### config.mk
export PLATFORM = sky130hd
export DESIGN_NAME = mfi_top
export DESIGN_NICKNAME = d
export VERILOG_FILES = /design/src/mfi_pkg.sv /design/src/mfi_grp_pick.sv /design/src/mfi_sync3.sv /design/src/mfi_top.sv
export SDC_FILE = /design/constraint.sdc
export NUM_CORES = 1
export LEC_CHECK = 0
export BUFFER_PORTS_ARGS = -buffer_cell sky130_fd_sc_hd__buf_2
export CELL_PAD_IN_SITES_DETAIL_PLACEMENT = 2
export CELL_PAD_IN_SITES_GLOBAL_PLACEMENT = 2
export CORE_MARGIN = 3
export CORE_UTILIZATION = 32
export CTS_BUF_LIST = sky130_fd_sc_hd__clkbuf_16
export CTS_CLUSTER_SIZE = 30
export DETAILED_ROUTE_END_ITERATION = 7
export GPL_ROUTABILITY_DRIVEN = 0
export PLACE_DENSITY_LB_ADDON = 0.08
export SYNTH_ARGS = -nofsm -noshare
export SYNTH_HDL_FRONTEND = slang
export SYNTH_SLANG_ARGS = --single-unit
### constraint.sdc
create_clock -name sys_clk_in -period 3.5 [get_ports sys_clk_in]
set_input_delay 0.525 -clock sys_clk_in [delete_from_list [all_inputs] [get_ports sys_clk_in]]
set_output_delay 0.525 -clock sys_clk_in [all_outputs]
set_load 0.03 [all_outputs]
### src/mfi_pkg.sv
// Contract
// - set the serial module flag each time that module finishes one byte.
// - set the second SPI port flag each time that port finishes one byte.
// - vector only with global, source and group enables set and stack not full.
// - service entry clears the global interrupt enable.
// - service entry clears only the group flag; source flags stay set.
// - a falling edge on the active-low peripheral pin sets the peripheral flag.
// - set the nvm flag when a nonvolatile write cycle finishes.
// - set the low supply flag when the monitor reports supply below threshold.
// - each compact timer has period and A match flags with separate enables.
// - each enhanced timer has period, A and B match flags with enables.
// - a timer flag is set when its comparator channel matches.
// - any flag going low to high wakes from sleep or idle, enables ignored.
// - wake detection keeps working while the system oscillator is stopped; here it needs sys_clk_in running.
// - flags are software writable; setting one high beforehand masks its wake.
// - a set flag holds until serviced or cleared; disabling only stops service.
// - a group flag is set whenever one of its member source flags becomes set.
// - on entry only the program counter is pushed onto the return stack.
// - return from interrupt sets the global enable; a plain return does not.
package mfi_pkg;
	localparam int NUM_CTM = 2;
	localparam int NUM_ETM = 2;
	localparam int NUM_GRP = 6;
	localparam int NUM_SRC = 5 + 2 * NUM_CTM + 3 * NUM_ETM;
	localparam int GRP_W = 3;
	// source flag bit positions
	localparam int SRC_SERIAL = 0;
	localparam int SRC_SPI2 = 1;
	localparam int SRC_EXT = 2;
	localparam int SRC_NVM = 3;
	localparam int SRC_LOW = 4;
	localparam int SRC_CTM0 = 5;
	localparam int SRC_ETM0 = SRC_CTM0 + 2 * NUM_CTM;
	// members of each group, group 0 has the lowest vector
	localparam logic [NUM_GRP-1:0][NUM_SRC-1:0] GRP_MASK = {
		15'h0018, 15'h0007, 15'h7000, 15'h0180, 15'h0e00, 15'h0060};
	// register byte offsets
	localparam logic [4:0] OFS_CTRL = 5'h00;
	localparam logic [4:0] OFS_SRC_FLAG = 5'h04;
	localparam logic [4:0] OFS_SRC_EN = 5'h08;
	localparam logic [4:0] OFS_GRP_FLAG = 5'h0c;
	localparam logic [4:0] OFS_GRP_EN = 5'h10;
	localparam logic [4:0] OFS_STATUS = 5'h14;
	// field positions
	localparam int CTRL_GIE = 0;
	localparam int ST_REQ = 0;
	localparam int ST_VEC = 4;
	localparam int ST_FULL = 8;
	localparam int ST_SLEEP = 9;
	localparam int ST_WAKE = 10;
	// reset values
	localparam logic CTRL_GIE_RST = 1'b0;
	localparam logic [NUM_SRC-1:0] SRC_RST = 15'h0000;
	localparam logic [NUM_GRP-1:0] GRP_RST = 6'h00;
	localparam logic PIN_IDLE = 1'b1;
	// vector placement, arbitrary values
	localparam logic [11:0] VEC_BASE = 12'h00c;
	localparam logic [11:0] VEC_STEP = 12'h004;

	typedef struct packed {
		logic read;
		logic write;
		logic [4:0] address;
		logic [3:0] byteenable;
		logic [31:0] writedata;
	} mfi_av_req_s;

	typedef struct packed {
		logic ack;
		logic return_from_interrupt;
		logic stack_full;
		logic sleep;
	} mfi_core_in_s;

	typedef struct packed {
		logic int_req;
		logic push_pc;
		logic wake;
		logic [GRP_W-1:0] grp_idx;
		logic [11:0] vec_addr;
	} mfi_core_out_s;
endpackage

### src/mfi_grp_pick.sv
`timescale 1ns/1ps
module mfi_grp_pick import mfi_pkg::*; #(
	parameter int N = NUM_GRP,
	parameter int IW = GRP_W
) (
	input wire logic [N-1:0] req_in,
	output logic any_out,
	output logic [IW-1:0] idx_out
);
	// lowest index wins, matching the vector order
	function automatic logic [IW-1:0] lowest(input logic [N-1:0] r);
		logic [IW-1:0] i;
		i = '0;
		for (int k = N - 1; k >= 0; k--) begin
			if (r[k]) begin
				i = IW'(k);
			end
		end
		return i;
	endfunction

	assign any_out = |req_in;
	assign idx_out = lowest(req_in);
endmodule // mfi_grp_pick

### src/mfi_sync3.sv
`timescale 1ns/1ps
module mfi_sync3 import mfi_pkg::*; #(
	parameter int W = 1,
	parameter logic [W-1:0] INIT = '0
) (
	input wire logic clk_in,
	input wire logic rst_b_in,
	input wire logic clk_en_in,
	input wire logic [W-1:0] async_in,
	output logic [W-1:0] level_out,
	output logic [W-1:0] rise_out,
	output logic [W-1:0] fall_out
);
	logic [W-1:0] s1_q, s2_q, s3_q, lvl_q, rise_q, fall_q;
	wire logic [W-1:0] agree = ~(s2_q ^ s3_q);
	// a change counts only once stages two and three agree
	wire logic [W-1:0] lvl_d = (agree & s3_q) | (~agree & lvl_q);

	// s1 feeds s2 only, so metastability never reaches logic
	always_ff @(posedge clk_in) begin
		if (!rst_b_in) begin
			s1_q <= INIT;
			s2_q <= INIT;
			s3_q <= INIT;
			lvl_q <= INIT;
			rise_q <= '0;
			fall_q <= '0;
		end else if (clk_en_in) begin
			s1_q <= async_in;
			s2_q <= s1_q;
			s3_q <= s2_q;
			lvl_q <= lvl_d;
			rise_q <= lvl_d & ~lvl_q;
			fall_q <= ~lvl_d & lvl_q;
		end
	end

	assign level_out = lvl_q;
	assign rise_out = rise_q;
	assign fall_out = fall_q;
endmodule // mfi_sync3

### src/mfi_top.sv
// Implementation choices: the register offsets and the Avalon-MM slave port.
`timescale 1ns/1ps
module mfi_top import mfi_pkg::*; (
	input wire logic sys_clk_in,
	input wire logic rst_b_in,
	input wire logic clk_en_in,
	// avalon-mm slave
	input wire mfi_av_req_s av_req_in,
	output logic [31:0] av_readdata_out,
	output logic av_waitrequest_out,
	// source events
	input wire logic serial_byte_done_in,
	input wire logic spi2_byte_done_in,
	input wire logic periph_int_pin_n_in,
	input wire logic nvm_write_done_in,
	input wire logic supply_low_in,
	input wire logic [2*NUM_CTM-1:0] ctm_match_in,
	input wire logic [3*NUM_ETM-1:0] etm_match_in,
	// processor core sequencer
	input wire mfi_core_in_s core_in,
	output mfi_core_out_s core_out
);
	// byte-lane merge of a register write
	function automatic logic [31:0] merge(input logic [31:0] old, input logic [31:0] wd,
		input logic [3:0] be);
		logic [31:0] m;
		m = {{8{be[3]}}, {8{be[2]}}, {8{be[1]}}, {8{be[0]}}};
		return (old & ~m) | (wd & m);
	endfunction

	logic gie_q;
	logic [NUM_SRC-1:0] src_flag_q, src_en_q;
	logic [NUM_GRP-1:0] grp_flag_q, grp_en_q;
	logic wait_q;
	logic [31:0] rdata_q;
	mfi_core_out_s cout_q;

	// pin and supply monitor come from outside the clock domain
	logic pin_fall, low_rise;
	mfi_sync3 #(.W(1), .INIT(PIN_IDLE)) u_pin_sync (
		.clk_in(sys_clk_in),
		.rst_b_in(rst_b_in),
		.clk_en_in(clk_en_in),
		.async_in(periph_int_pin_n_in),
		.level_out(),
		.rise_out(),
		.fall_out(pin_fall)
	);
	mfi_sync3 #(.W(1), .INIT(1'b0)) u_low_sync (
		.clk_in(sys_clk_in),
		.rst_b_in(rst_b_in),
		.clk_en_in(clk_en_in),
		.async_in(supply_low_in),
		.level_out(),
		.rise_out(low_rise),
		.fall_out()
	);

	// bus decode; access commits at the edge where waitrequest is low
	wire logic acc = (av_req_in.read | av_req_in.write) & ~wait_q;
	wire logic wr = av_req_in.write & acc;
	wire logic wr_ctrl = wr & (av_req_in.address == OFS_CTRL);
	wire logic wr_src = wr & (av_req_in.address == OFS_SRC_FLAG);
	wire logic wr_sen = wr & (av_req_in.address == OFS_SRC_EN);
	wire logic wr_grp = wr & (av_req_in.address == OFS_GRP_FLAG);
	wire logic wr_gen = wr & (av_req_in.address == OFS_GRP_EN);
	wire logic [31:0] wmerge_ctrl = merge({31'h0, gie_q}, av_req_in.writedata, av_req_in.byteenable);
	wire logic [31:0] wmerge_src = merge(32'(src_flag_q), av_req_in.writedata, av_req_in.byteenable);
	wire logic [31:0] wmerge_sen = merge(32'(src_en_q), av_req_in.writedata, av_req_in.byteenable);
	wire logic [31:0] wmerge_grp = merge(32'(grp_flag_q), av_req_in.writedata, av_req_in.byteenable);
	wire logic [31:0] wmerge_gen = merge(32'(grp_en_q), av_req_in.writedata, av_req_in.byteenable);

	// read mux; unmapped offsets read zero
	wire logic [31:0] status_w = {21'h0, cout_q.wake, core_in.sleep, core_in.stack_full, 1'b0,
		GRP_W'(cout_q.grp_idx), 3'h0, cout_q.int_req};
	wire logic [31:0] rd_mux =
		(av_req_in.address == OFS_CTRL) ? {31'h0, gie_q} :
		(av_req_in.address == OFS_SRC_FLAG) ? 32'(src_flag_q) :
		(av_req_in.address == OFS_SRC_EN) ? 32'(src_en_q) :
		(av_req_in.address == OFS_GRP_FLAG) ? 32'(grp_flag_q) :
		(av_req_in.address == OFS_GRP_EN) ? 32'(grp_en_q) :
		(av_req_in.address == OFS_STATUS) ? status_w : 32'h0000_0000;

	// source set events in flag bit order
	wire logic [NUM_SRC-1:0] src_set = {etm_match_in,
		ctm_match_in,
		low_rise,
		nvm_write_done_in,
		pin_fall,
		spi2_byte_done_in,
		serial_byte_done_in};

	// software writes, then hardware set wins over a clear in the same cycle
	wire logic [NUM_SRC-1:0] src_wr_val = wr_src ? wmerge_src[NUM_SRC-1:0] : src_flag_q;
	wire logic [NUM_SRC-1:0] src_flag_d = src_wr_val | src_set;
	wire logic [NUM_SRC-1:0] src_rise = src_flag_d & ~src_flag_q;

	// service entry: core accepts the pending vector
	wire logic take = cout_q.int_req & core_in.ack;
	wire logic [NUM_GRP-1:0] take_clr = take ? NUM_GRP'(1) << cout_q.grp_idx : '0;

	// per-group set from members and ready for service
	logic [NUM_GRP-1:0] grp_set, grp_ready;
	genvar g;
	generate
		for (g = 0; g < NUM_GRP; g++) begin : g_grp
			assign grp_set[g] = |(src_rise & GRP_MASK[g]);
			assign grp_ready[g] = grp_flag_q[g] & grp_en_q[g] & |(src_flag_q & src_en_q & GRP_MASK[g]);
		end
	endgenerate

	// only the serviced group flag is cleared, sources untouched
	wire logic [NUM_GRP-1:0] grp_wr_val = wr_grp ? wmerge_grp[NUM_GRP-1:0] : grp_flag_q;
	wire logic [NUM_GRP-1:0] grp_flag_d = (grp_wr_val & ~take_clr) | grp_set;
	wire logic [NUM_GRP-1:0] grp_rise = grp_flag_d & ~grp_flag_q;

	logic pick_any;
	logic [GRP_W-1:0] pick_idx;
	mfi_grp_pick #(.N(NUM_GRP), .IW(GRP_W)) u_pick (
		.req_in(grp_ready),
		.any_out(pick_any),
		.idx_out(pick_idx)
	);

	// global enable: return-from-interrupt sets it, service entry clears it
	wire logic gie_wr = wr_ctrl ? wmerge_ctrl[CTRL_GIE] : gie_q;
	wire logic gie_d = core_in.return_from_interrupt ? 1'b1 :
		take ? 1'b0 : gie_wr;

	// request holds its vector until the core accepts it
	wire logic req_d = gie_q & ~core_in.stack_full & pick_any & ~take;
	wire logic [GRP_W-1:0] idx_d = (cout_q.int_req & ~take) ? cout_q.grp_idx : pick_idx;
	wire logic [11:0] vec_d = 12'(VEC_BASE + 12'(idx_d) * VEC_STEP);

	// wake on any flag rise while asleep, regardless of enables
	wire logic wake_d = core_in.sleep & (|src_rise | |grp_rise);

	// bus handshake: one wait cycle, then data and commit
	always_ff @(posedge sys_clk_in) begin
		if (!rst_b_in) begin
			wait_q <= 1'b1;
			rdata_q <= 32'h0000_0000;
		end else if (clk_en_in) begin
			wait_q <= ~((av_req_in.read | av_req_in.write) & wait_q);
			if (av_req_in.read & wait_q) begin
				rdata_q <= rd_mux;
			end
		end
	end

	// flag and enable storage
	always_ff @(posedge sys_clk_in) begin
		if (!rst_b_in) begin
			gie_q <= CTRL_GIE_RST;
			src_flag_q <= SRC_RST;
			src_en_q <= SRC_RST;
			grp_flag_q <= GRP_RST;
			grp_en_q <= GRP_RST;
		end else if (clk_en_in) begin
			gie_q <= gie_d;
			src_flag_q <= src_flag_d;
			grp_flag_q <= grp_flag_d;
			if (wr_sen) begin
				src_en_q <= wmerge_sen[NUM_SRC-1:0];
			end
			if (wr_gen) begin
				grp_en_q <= wmerge_gen[NUM_GRP-1:0];
			end
		end
	end

	// core side outputs; only the pc push is requested, no context save
	always_ff @(posedge sys_clk_in) begin
		if (!rst_b_in) begin
			cout_q <= '0;
		end else if (clk_en_in) begin
			cout_q.int_req <= req_d;
			cout_q.push_pc <= take;
			cout_q.wake <= wake_d;
			cout_q.grp_idx <= idx_d;
			cout_q.vec_addr <= vec_d;
		end
	end

	assign av_readdata_out = rdata_q;
	assign av_waitrequest_out = wait_q;
	assign core_out = cout_q;

	// wake needs sys_clk_in kept running; the sync flops run on it and are gated only by clk_en_in
	// (event pulses other than pin and supply are sampled directly, so one arriving while the clock is stopped is lost)

	property p_serial_set;
		@(posedge sys_clk_in) disable iff (!rst_b_in)
		(serial_byte_done_in && clk_en_in) |=> src_flag_q[SRC_SERIAL];
	endproperty
	a_serial_set: assert property (p_serial_set) else $error("serial flag not set");

	property p_spi2_set;
		@(posedge sys_clk_in) disable iff (!rst_b_in)
		(spi2_byte_done_in && clk_en_in) |=> src_flag_q[SRC_SPI2];
	endproperty
	a_spi2_set: assert property (p_spi2_set) else $error("spi2 flag not set");

	property p_req_gated;
		@(posedge sys_clk_in) disable iff (!rst_b_in)
		$rose(cout_q.int_req) |-> $past(gie_q) && !$past(core_in.stack_full)
			&& $past(grp_en_q[pick_idx]) && $past(|(src_flag_q & src_en_q));
	endproperty
	a_req_gated: assert property (p_req_gated) else $error("request without enables");

	property p_take_clears_gie;
		@(posedge sys_clk_in) disable iff (!rst_b_in)
		(take && clk_en_in && !core_in.return_from_interrupt) |=> !gie_q ##1 (!gie_q || $past(core_in.return_from_interrupt || wr_ctrl));
	endproperty
	a_take_clears_gie: assert property (p_take_clears_gie) else $error("gie not cleared");

	property p_take_clears_group;
		@(posedge sys_clk_in) disable iff (!rst_b_in)
		(take && clk_en_in && !grp_set[cout_q.grp_idx] && !wr_grp)
			|=> !grp_flag_q[$past(cout_q.grp_idx)] && ((src_flag_q & $past(src_flag_q)) == $past(src_flag_q) || $past(wr_src));
	endproperty
	a_take_clears_group: assert property (p_take_clears_group) else $error("service clear wrong");

	property p_pin_fall;
		@(posedge sys_clk_in) disable iff (!rst_b_in)
		(pin_fall && clk_en_in) |=> src_flag_q[SRC_EXT];
	endproperty
	a_pin_fall: assert property (p_pin_fall) else $error("pin edge lost");

	property p_timer_set;
		@(posedge sys_clk_in) disable iff (!rst_b_in)
		(clk_en_in && (ctm_match_in[0] || etm_match_in[2]))
			|=> (src_flag_q[SRC_CTM0] || !$past(ctm_match_in[0]))
			&& (src_flag_q[SRC_ETM0 + 2] || !$past(etm_match_in[2]));
	endproperty
	a_timer_set: assert property (p_timer_set) else $error("timer flag not set");

	property p_wake;
		@(posedge sys_clk_in) disable iff (!rst_b_in)
		(core_in.sleep && clk_en_in && |(src_flag_d & ~src_flag_q)) |=> cout_q.wake;
	endproperty
	a_wake: assert property (p_wake) else $error("no wake on flag rise");

	property p_hold;
		@(posedge sys_clk_in) disable iff (!rst_b_in)
		(clk_en_in && !wr_src) |=> (src_flag_q & $past(src_flag_q)) == $past(src_flag_q);
	endproperty
	a_hold: assert property (p_hold) else $error("source flag dropped");

	property p_group_set;
		@(posedge sys_clk_in) disable iff (!rst_b_in)
		(clk_en_in && src_set[SRC_LOW] && !src_flag_q[SRC_LOW]) |=> grp_flag_q[5];
	endproperty
	a_group_set: assert property (p_group_set) else $error("group flag not set");

	property p_push;
		@(posedge sys_clk_in) disable iff (!rst_b_in)
		(take && clk_en_in) |=> cout_q.push_pc && !cout_q.int_req;
	endproperty
	a_push: assert property (p_push) else $error("pc push missing");

	property p_return_from_interrupt;
		@(posedge sys_clk_in) disable iff (!rst_b_in)
		(core_in.return_from_interrupt && clk_en_in) |=> gie_q;
	endproperty
	a_return_from_interrupt: assert property (p_return_from_interrupt) else $error("return_from_interrupt did not set gie");

	property p_prio;
		@(posedge sys_clk_in) disable iff (!rst_b_in)
		(clk_en_in && !cout_q.int_req && grp_ready[0] && gie_q && !core_in.stack_full) |=> cout_q.grp_idx == 3'h0;
	endproperty
	a_prio: assert property (p_prio) else $error("priority order wrong");
endmodule // mfi_top

# Word-level counts from Yosys, hierarchy flattened

Index checks and enable logic that the tools add are counted.

Flip-flop bits (word level): 104
Bits of input ports: 65
Output and inout port bits: 51
Word-level logic and storage cells: 137

$add $sub $neg: 1
Equality and inequality tests: 5
Shifts and indexed selects: 1
Multiplexer cells: 19
Bitwise operators: 68
Reductions and logical operators: 21

Operator list:

| kind                                             | count |
|---|---|
| bitwise AND 15 bit                               | 5 |
| 2-to-1 mux 15 bit                                | 4 |
| bitwise OR 15 bit                                | 3 |
| bitwise AND 1 bit                                | 34 |
| 2-to-1 mux 11 bit                                | 3 |
| NOT 15 bit                                       | 2 |
| bitwise AND 6 bit                                | 4 |
| 2-to-1 mux 3 bit                                 | 7 |
| bitwise OR 6 bit                                 | 3 |
| OR reduction 3 bit                               | 6 |
| OR reduction 15 bit                              | 1 |
| 2-to-1 mux 6 bit                                 | 2 |
| NOT 6 bit                                        | 2 |
| OR reduction 2 bit                               | 6 |
| OR reduction 6 bit                               | 2 |
| == test 5 x 4 -> 1 bit (second input constant)   | 2 |
| == test 5 bit (second input constant)            | 2 |
| NOT 1 bit                                        | 8 |
| AND reduction 2 bit                              | 4 |
| adder 4 x 5 -> 6 bit (first input constant)      | 1 |
| left shift 1 x 3 -> 6 bit (first input constant) | 1 |
| == test 5 x 3 -> 1 bit (second input constant)   | 1 |
| logical NOT 5 bit                                | 1 |
| bitwise OR 1 bit                                 | 5 |
| 3 further kinds                                  | 6 |

# Logic depth before layout (Yosys ltp)

Gate-level depths: netlist (run 1).

Word-level depth: 13
Gate-level depth with buffers: 8
Depth with buffers taken out: 8

# By module

A second synthesis (run 1) with hierarchy kept.

Cells, all modules: 512
Area total of the unflattened synthesis: 4,389.2 µm²

By module, submodules not included:

| module                  | times used | cells an instance | area an instance (µm²) | sequential area each (µm²) |
|---|---|---|---|---|
| mfi_top                 | 1          | 453               | 3,833.7                | 1,381.3 |
| mfi_sync3 at u_low_sync | 1          | 25                | 261.5                  | 120.1 |
| mfi_sync3 at u_pin_sync | 1          | 24                | 241.5                  | 120.1 |
| mfi_grp_pick            | 1          | 10                | 52.6                   | 0.0 |

# Least setup slack after synthesis (run 1)

Ideal clock, no wire load.

Path kind: flip-flop to flip-flop
From: register cout_q (netlist bit core_out[17])
To: register cout_q (netlist bit core_out[3])
Library setup time: 0.086 ns
Arrival time: 1.783 ns
Data required time: 3.414 ns
Setup slack: 1.631 ns
Cell stages (with the launch flop): 6
Buffers on the path: 0
Clock period less this slack: 1.869 ns
Cell sequence: dfxtp_1 > nor2b_1 > o21ba_2 > a32oi_1 > ha_1 > a211oi_1

Cells in the longest elaborated chain, start to end: 5

RTL lines:

| item                   | line           | source |
|---|---|---|
| start, declared        | mfi_top.sv:36  | `mfi_core_out_s cout_q;` |
| bitwise AND 1 bit      | mfi_top.sv:99  | `wire logic take = cout_q.int_req & core_in.ack;` |
| NOT 1 bit              | mfi_top.sv:132 | `wire logic [GRP_W-1:0] idx_d = (cout_q.int_req & ~take) ? cout_q.grp_idx : pick_idx;` |
| bitwise AND 1 bit *    | mfi_top.sv:132 |  |
| 2-to-1 mux 3 bit *     | mfi_top.sv:132 |  |
| adder 4 x 5 -> 6 bit * | mfi_top.sv:133 | `wire logic [11:0] vec_d = 12'(VEC_BASE + 12'(idx_d) * VEC_STEP);` |

Every way passes the cells marked *; elsewhere a longest branch is shown, timed or not.
A chain may end at the register's enable or synchronous reset.

# Worst setup path after layout (run 1)

From: register src_flag_q[0]
To: register cout_q (netlist bit core_out[4])

Cells in the longest elaborated chain, start to end: 10

RTL lines:

| item                          | line               | source |
|---|---|---|
| start, declared               | mfi_top.sv:32      | `logic [NUM_SRC-1:0] src_flag_q, src_en_q;` |
| start signal, assigned        | mfi_top.sv:161     | `src_flag_q <= src_flag_d;` |
| bitwise AND 15 bit            | --                 |  |
| OR reduction 3 bit            | mfi_top.sv:108     | `assign grp_ready[g] = grp_flag_q[g] & grp_en_q[g] & \|(src_flag_q & src_en_q & GRP_MASK[g]);` |
| bitwise AND 1 bit             | mfi_top.sv:108     |  |
| 2-to-1 mux 3 bit (5 in a row) | mfi_grp_pick.sv:15 | `if (r[k]) begin` |
| 2-to-1 mux 3 bit              | mfi_top.sv:132     |  |
| adder 4 x 5 -> 6 bit          | mfi_top.sv:133     |  |

Every way passes these cells.

==> results of run 1 <==
## routing by layer
metal	wire (um)	up-vias	GRT usage (%)
met4	295	0	7.773
li1	-	1957	-
met3	624	22	4.149
met1	7779	2094	31.21
met2	7531	92	35.54
met5	0	-	0
## metrics by stage
| stage | total power [uW] | std cells | area (um2) | hold slack [ns] | util (%) |
|---|---|---|---|---|---|
| floorplan | 1180 | 541 | 4344 | 0.4413 | - |
| global placement | 1270 | 737 | 4642 | 0.4595 | 36.20 |
| detailed placement | 1280 | 737 | 4642 | 0.4845 | 36.20 |
| CTS | 2255 | 753 | 4941 | 0.4032 | 38.53 |
| global route | 2334 | 753 | 4941 | 0.4236 | 38.53 |
| finish | 2228 | 753 | 4941 | 0.4120 | 38.53 |
## power breakdown
| group | leakage [uW] | switching (uW) | internal (uW) |
|---|---|---|---|
| sequential | 0.000645 | 36.6 | 932 |
| combinational | 0.00117 | 206 | 85.8 |
| clock | 0.000139 | 413 | 554 |
## cells by family after synthesis
family | count (synthesis) | share of synthesized area, %
flip-flops | 79 | 37.18
buffers and inverters | 77 | 9.500
multiplexers | 29 | 7.176
AO/OA/AOI/OAI | 156 | 25.50
adder cells (fa/ha/maj) | 1 | 0.2941
other | 1 | 0.08815
AND/OR/NAND/NOR | 173 | 20.06
XOR/XNOR | 1 | 0.2059
## synthesized netlist by cell type, types with 8 or more instances
library cell / n
nand3_1: 9
a311oi_1: 8
clkbuf_1: 18
a221oi_1: 8
dfxtp_1: 79
nand2_1: 47
a21oi_1: 33
buf_4: 27
inv_1: 25
nor2_1: 65
mux2i_1: 26
o31ai_1: 14
a22oi_1: 15
o21ai_0: 30
nor3_1: 8
## final cells by class
cell class                      count  area (um2)  area share [%]
Multi-Input combinational cell    385        2359           47.73
Sequential cell                    79        1582           32.01
Timing Repair Buffer               76       392.9           7.951
Clock buffer                        9       225.2           4.558
Tap cell                          172       215.2           4.356
Inverter                           25       93.84           1.899
Clock inverter                      7       73.82           1.494
## worst paths after layout
path,startpoint,endpoint,slack (ns),depth (start not counted)
setup / recovery,src_flag_q[0]$_SDFFE_PN0P_,core_out[4]$_SDFFE_PN0P_,0.95,8
hold / removal,supply_low_in,u_low_sync.s1_q$_SDFFE_PN0P_,0.41,3
setup reg to reg,src_flag_q[0]$_SDFFE_PN0P_,core_out[4]$_SDFFE_PN0P_,0.95,8
hold reg to reg,u_pin_sync.s1_q$_SDFFE_PN1P_,u_pin_sync.s2_q$_SDFFE_PN1P_,0.49,2
## worst min-delay path, cell delays in order
cell and delay, ns:
buf_2 0.07, mux2i_1 0.05, nor2_1 0.07
==> impl_metrics.yaml, run 1 <==
status:
  status: "finished clean"
die:
  coreArea_mm2: 0.01282
  start_util_pct: 33.17
  die_h_um: 121.3
  rows: 41
  die-area_mm2: 0.01471
  num_io_pins: 116
  die_w_um: 121.3
layout:
  drive_gt1_share_pct: 17.90
  diodes: 0
  fill_cells: 1508
  mostFrequentLayoutCell: "dfxtp_1"
  syn_to_final_growth_pct: 16.15
  mostFrequentLayoutCells: "dfxtp_1, buf_2, nor2_1, nand2_1, a21oi_1"
  nets: 642
clock_tree:
  numCtsBuffers: 9
  clockRootBuffer: "clkbuf_16"
  cts_sinks: 79
  cts_htree_levels: 3
  clk_latency_ns: 0.35
  post_cts.repair.setup_buffers: 0
  cts_tree: "done"
  cts.hold.buffers_added: 0
  clk_path_buf_depth: 2
  cts_resized: 0
  cts.clk_slew.worst_paths_ns: 0.06
synth:
  synth-edff-count: 0
  synth_top_area_cell: "dfxtp_1"
  synth.area.top_cells: "dfxtp_1, mux2i_1, nor2_1"
  yosysSeqAreaShare_pct: 37.18
  avgSynthCellArea_um2: 8.228
  synth.top_cell.area_share_pct: 37.18
  yosys_register_bits: 79
  synthCells: 517
  async_reset_ff_share_pct: 0
  yosys_warnings: 0
  synth.distinct_cells: 64
  netlist_area_mm2: 0.004254
  synthFlopType: "dfxtp_1"
sta:
  rsz0062_at_grt: "false"
  clock.fmax_ghz: 0.3916
  tightestPinTransition_ns: 0.8593
  setup_viol: 0
  timing.final.ws_setup_ns: 0.9465
  post-route-period-util_pct: 72.96
  slew_headroom_pct: 42.57
  skew_ns: 0.009102
  slew_viol_final: 0
  period_minus_slack_ns: 2.554
  fin_setup_tns_ns: 0
  hold_violations: 0
global_route:
  grt_first_pass_wirelength_um: 24940
  antenna_found_initial: 0
  grt-ovfl-total: 0
  grt_max_degree: 57
  grt_usage_pct: 22.65
  grt_pass1_vias: 4270
pwr:
  p_per_area_mw_per_mm2: 450.9
  irDropWorstVdd_v: 0.0001908
  power_leakage_uw: 0.001954
detailed_routing:
  final_antenna_net_count: 0
  drc: 0
  first_pass_iters: 7
  detailroute.via_count: 4165
  totalWireLength_um: 16230
  viasPerCell: 5.531
  wire_per_inst_um: 21.56
  drt_iter0_drc: 277
placed_design:
  pre_cts_slack_ns: 0.8497
  dp_hpwl_um: 12250
  numPortBuffers: 71
worst_setup_path:
  critPathArrivalTime_ns: 2.82
  cp.required_ns: 3.76
  critPathKind: "reg2reg"
  critical-path-top-delay-family: "compound AO/OA/AOI/OAI gates"
  crit_chain: "a222oi_1 > o2111a_1 > o22ai_1 > a21oi_1 > inv_1 > ha_1 > xor2_1 > a211oi_1"
  max_stage_delay_ns: 0.53
  critPathMaxFanout: 4
  endpoint_kind: "flop"
  critical_path_buf_inv_count: 1
  start_kind: "flop"
  cp_slowest_cell: "a222oi_1"
run:
  maxCapViolCount: 0
worst_hold_path:
  hold_class: "in2reg"
Power figures use the tool's default switching activity.
==> inputs of run 2 (changes only) <==
CORE_UTILIZATION = 27   (was 32)
clock period = 2.25 ns   (was 3.5 ns; I/O delays follow)
==> impl_metrics.yaml, run 2 (same netlist as run 1, synthesis figures left out) <==
clock_tree:
  cts_sinks: 79
  cts_htree_levels: 3
  numCtsBuffers: 9
  cts_tree: "done"
  cts.clk_slew.worst_paths_ns: 0.07
  cts.hold.buffers_added: 0
  clk_path_buf_depth: 2
  clk_latency_ns: 0.35
  clockRootBuffer: "clkbuf_16"
global_route:
  grt_usage_pct: 20.64
  grt_first_pass_wirelength_um: 27970
  grt_max_degree: 49
  grt_pass1_vias: 4630
  grt-ovfl-total: 0
  antenna_found_initial: 0
detailed_routing:
  viasPerCell: 5.210
  first_pass_iters: 8
  drt_iter0_drc: 252
  detailroute.via_count: 4324
  totalWireLength_um: 17610
  final_antenna_net_count: 0
  wire_per_inst_um: 21.22
  drc: 1
worst_setup_path:
  critical-path-top-delay-family: "simple AND/OR/NAND/NOR gates"
  r2r_slack_ns: 0.15
  cp_slowest_cell: "dfxtp_1"
  critical_path_buf_inv_count: 2
  start_kind: "flop"
  cp_common_cell: "buf_4"
  critPathMaxFanout: 11
  max_stage_delay_ns: 0.33
  cp.required_ns: 2.48
  endpoint_kind: "flop"
  critPathKind: "reg2reg"
  critPathArrivalTime_ns: 2.32
  crit_chain: "buf_4 > nand4bb_1 > nor4_2 > buf_4 > nand2_1 > o31ai_1 > a21oi_1"
layout:
  mostFrequentLayoutCell: "dfxtp_1"
  nets: 680
  drive_gt1_share_pct: 24.07
  diodes: 0
  mostFrequentLayoutCells: "dfxtp_1, buf_2, nor2_1, nand2_1, buf_4"
  syn_to_final_growth_pct: 25.32
  design_area_mm2: 0.005331
worst_hold_path:
  hold_class: "in2reg"
placed_design:
  place_area_mm2: 0.004989
  dp_hpwl_um: 13790
  numPortBuffers: 71
sta:
  clock.fmax_ghz: 0.4773
  hold_violations: 0
  setup_viol: 0
  rsz0062_at_grt: "false"
  fin_setup_tns_ns: 0
  slew_viol_final: 0
  skew_ns: 0.01028
  post-route-period-util_pct: 93.12
  tightestPinTransition_ns: 0.6029
  period_minus_slack_ns: 2.095
  slew_headroom_pct: 59.81
run:
  maxCapViolCount: 0
die:
  num_io_pins: 116
  die_h_um: 131.5
  rows: 45
  die_w_um: 131.5
  start_util_pct: 27.78
  die-area_mm2: 0.01730
  coreArea_mm2: 0.01531
status:
  status: "finished with violations"
  violations: "DRC"
pwr:
  power_leakage_uw: 0.002162
  p_per_area_mw_per_mm2: 679.5
  irDropWorstVdd_v: 0.0003692
run 2: final cells by class:
| class | count | area [um2] |
|---|---|---|
| inverter | 25 | 93.84 |
| multi-input combinational | 385 | 2377 |
| sequential | 79 | 1583 |
| clock inverter | 7 | 97.59 |
| timing repair buffer | 114 | 690.7 |
| tap | 211 | 264.0 |
| fill | 1803 | 9983 |
| clock buffer | 9 | 225.2 |
run 2: where the power goes:
part,leakage [uW],switching [uW],internal [uW]
Combinational,0.00136,351,167
Sequential,0.000646,44.5,1450
Clock,0.000152,637,974
run 2: path summary, 6_finish.rpt:
kind	from	endpoint	depth (start not counted)
max reg2reg	av_waitrequest_out$_SDFFE_PN1P_	src_flag_q[11]$_SDFFE_PN0P_	7
min	periph_int_pin_n_in	u_pin_sync.s1_q$_SDFFE_PN1P_	3
min reg2reg	u_low_sync.rise_out$_SDFFE_PN0P_	u_low_sync.rise_out$_SDFFE_PN0P_	2
max	av_waitrequest_out$_SDFFE_PN1P_	src_flag_q[11]$_SDFFE_PN0P_	7
run 2: what timing repair did:
item / CTS / global route
gates resized for setup: 0 / 6
setup buffers: 0 / 0
endpoints found under the setup margin: 0 / 6
run 2: through the flow:
step           setup slack (ns)  instances  total power (uW)  util (%)  hold slack, ns
6_report                 0.1549        830              3623     34.81          0.2095
5_1_grt                0.002403        830              3783     34.81          0.2165
4_1_cts                 0.02278        830              3673     34.68          0.2004
3_5_place_dp          -0.003822        814              2043     32.57          0.4775
3_3_place_gp            0.03388        814              2029     32.57          0.4548
2_1_floorplan            0.3812        541              1835         -          0.4413
run 2: worst reg2reg max path, stage by stage, from the launching register on:
cell	delay, ns
dfxtp_1	0.33
buf_4	0.16
nand4bb_1	0.31
nor4_2	0.32
buf_4	0.26
nand2_1	0.22
o31ai_1	0.30
a21oi_1	0.08
run 2: layer usage:
metal  routed length, um  vias to the layer above  global-route usage, %  part of all wire [%]
li1                    -                     2032                      -                     -
met1                8321                     2181                  28.00                    47
met2                8332                       96                  33.93                    47
met3                 728                       15                  3.637                   4.1
met4                 227                        0                  5.368                   1.3
met5                   0                        -                      0                     0
==> inputs of run 3 (changes only) <==
ABC_AREA = 1   (was not set)
CAP_MARGIN = 20   (was not set)
CORE_UTILIZATION = 26   (was 27)
==> impl_metrics.yaml, run 3 <==
pwr:
  p_per_area_mw_per_mm2: 607.4
  seq_power_share_pct: 44.5
  power_leakage_uw: 0.002518
  power_frac_clock_pct: 39.6
  power.internal_uw: 2334
  swShare_pct: 30.15
  p_sw_uw: 1007
  irDropWorstVdd_v: 0.0003366
  pwr-share-comb_pct: 16.0
clock_tree:
  numCtsBuffers: 9
  cts_tree: "done"
  clk_latency_ns: 0.34
  cts.hold.buffers_added: 0
  cts_htree_levels: 3
  clk_path_buf_depth: 2
  cts_sinks: 79
  cts.clk_slew.worst_paths_ns: 0.06
  clockRootBuffer: "clkbuf_16"
worst_hold_path:
  hold_class: "in2reg"
worst_setup_path:
  critPathMaxFanout: 4
  critical_path_buf_inv_count: 2
  cp.required_ns: 2.53
  cp_slowest_cell: "dfxtp_1"
  endpoint_kind: "flop"
  critPathKind: "reg2reg"
  max_stage_delay_ns: 0.38
  crit_chain: "inv_1 > o21ai_1 > nand3_1 > nand2_1 > nand2_1 > o22ai_1 > inv_1 > ha_1 > o21ai_0 > a21oi_1 > nor2_1"
  critPathArrivalTime_ns: 2.27
  start_kind: "flop"
  critical-path-top-delay-family: "compound AO/OA/AOI/OAI gates"
global_route:
  grt-ovfl-total: 0
  antenna_found_initial: 0
  grt_usage_pct: 19.60
  grt_max_degree: 49
  grt_first_pass_wirelength_um: 29830
  grt_pass1_vias: 5177
synth:
  yosysSeqAreaShare_pct: 34.50
  netlist_area_mm2: 0.004584
  avgSynthCellArea_um2: 6.742
  yosys_warnings: 0
  yosys-top-cells-count: "nand2_1, dfxtp_1, nor2_1"
  synth.top_cell.area_share_pct: 34.50
  synth.most_common_cell: "nand2_1"
  synthCells: 680
  synthFlopType: "dfxtp_1"
  synth.distinct_cells: 42
  async_reset_ff_share_pct: 0
  synth-edff-count: 0
  yosys_register_bits: 79
  synth_top_area_cell: "dfxtp_1"
  synth.area.top_cells: "dfxtp_1, nand2_1, o21ai_0"
placed_design:
  dp_cells: 972
  numPortBuffers: 71
  dp_hpwl_um: 14620
layout:
  mostFrequentLayoutCells: "nand2_1, dfxtp_1, buf_2, inv_1, nor2_1"
  drive_gt1_share_pct: 20.78
  diodes: 0
  instances_no_fill: 990
  nets: 832
  syn_to_final_growth_pct: 20.01
  mostFrequentLayoutCell: "nand2_1"
detailed_routing:
  viasPerCell: 4.888
  totalWireLength_um: 18720
  final_antenna_net_count: 0
  detailroute.via_count: 4839
  drt_iter0_drc: 134
  first_pass_iters: 4
  wire_per_inst_um: 18.90
  drc: 0
die:
  rows: 47
  die-area_mm2: 0.01926
  die_h_um: 138.8
  die_w_um: 138.8
  start_util_pct: 27.07
  coreArea_mm2: 0.01694
  num_io_pins: 116
sta:
  skew_ns: 0.005568
  clock.fmax_ghz: 0.5010
  hold_violations: 0
  fin_setup_tns_ns: 0
  setup_viol: 0
  tightestPinTransition_ns: 0.5384
  rsz0062_at_grt: "false"
  period_minus_slack_ns: 1.996
  post-route-period-util_pct: 88.71
  slew_viol_final: 0
  slew_headroom_pct: 63.54
run:
  maxCapViolCount: 0
status:
  status: "finished clean"
run 3: cell count changes in the layout (fill, tap and decap cells not counted), moves of 11 or more:
cell,delta
a21oi_1,+15
a22oi_1,-15
buf_4,-12
inv_1,+44
mux2i_1,-26
nand2_1,+111
nand3_1,+31
nor3_1,+15
o211ai_1,+11
o21ai_0,+19
o31ai_1,-14
run 3: cell type report:
class	count	area, um2
Multi-Input combinational cell	497	2496
Clock inverter	6	31.28
Fill cell	2086	11430
Sequential cell	79	1582
Timing Repair Buffer	102	600.6
Tap cell	220	275.3
Inverter	77	291.5
Clock buffer	9	225.2
run 3: timing repair:
action	in CTS	in global routing
gates resized for setup	0	3
buffers inserted	0	3
endpoints found under the setup margin	0	2
run 3: worst reg2reg max path: stages (launching register included):
cell	delay (ns)
dfxtp_1	0.38
inv_1	0.09
o21ai_1	0.25
nand3_1	0.18
nand2_1	0.13
nand2_1	0.05
o22ai_1	0.24
inv_1	0.09
ha_1	0.21
o21ai_0	0.16
a21oi_1	0.06
nor2_1	0.09
run 3: worst paths after layout:
check	from	slack [ns]	to	cells past startpoint
setup / recovery	src_flag_q[7]$_SDFFE_PN0P_	0.25	core_out[4]$_SDFFE_PN0P_	11
hold / removal	periph_int_pin_n_in	0.21	u_pin_sync.s1_q$_SDFFE_PN1P_	3
setup reg to reg	src_flag_q[7]$_SDFFE_PN0P_	0.25	core_out[4]$_SDFFE_PN0P_	11
hold reg to reg	av_readdata_out[1]$_SDFFE_PN0P_	0.47	av_readdata_out[1]$_SDFFE_PN0P_	2
run 3: power by group through the flow:
stage | Sequential [uW] | Combinational [uW] | Clock (uW)
after floorplan | 1530 | 358 | 0
after global placement | 1510 | 518 | 0
after detailed placement | 1520 | 534 | 0
after CTS | 1490 | 536 | 1380
after global routing | 1490 | 594 | 1420
final | 1490 | 533 | 1320
run 3: cells by family after synthesis:
logic type	share of synthesized area, %
DFF	34.50
other	0.08180
and+or+nand+nor	33.00
buffers and inverters	13.02
AOI/OAI and AO/OA	19.13
adders and majority gates	0.2729
run 3: metal layers:
layer	part of all wire [%]	GRT usage (%)	routed length, um
met5	0	0	0
met2	51	35.41	9487
met4	1.7	5.510	319
met1	45	24.42	8402
met3	2.7	2.517	505
run 3: per-stage QoR:
step | instance area [um2] | hold slack, ns | utilization (%) | total power, uW | setup WS, ns
4_1_cts | 5477 | 0.2031 | 32.34 | 3397 | 0.1319
2_1_floorplan | 4674 | 0.4292 | - | 1884 | 0.4307
5_1_grt | 5502 | 0.2166 | 32.48 | 3509 | 0.008169
3_5_place_dp | 5220 | 0.4620 | 30.82 | 2049 | 0.09351
6_report | 5502 | 0.2113 | 32.48 | 3342 | 0.2541
3_3_place_gp | 5220 | 0.4414 | 30.82 | 2031 | 0.1462
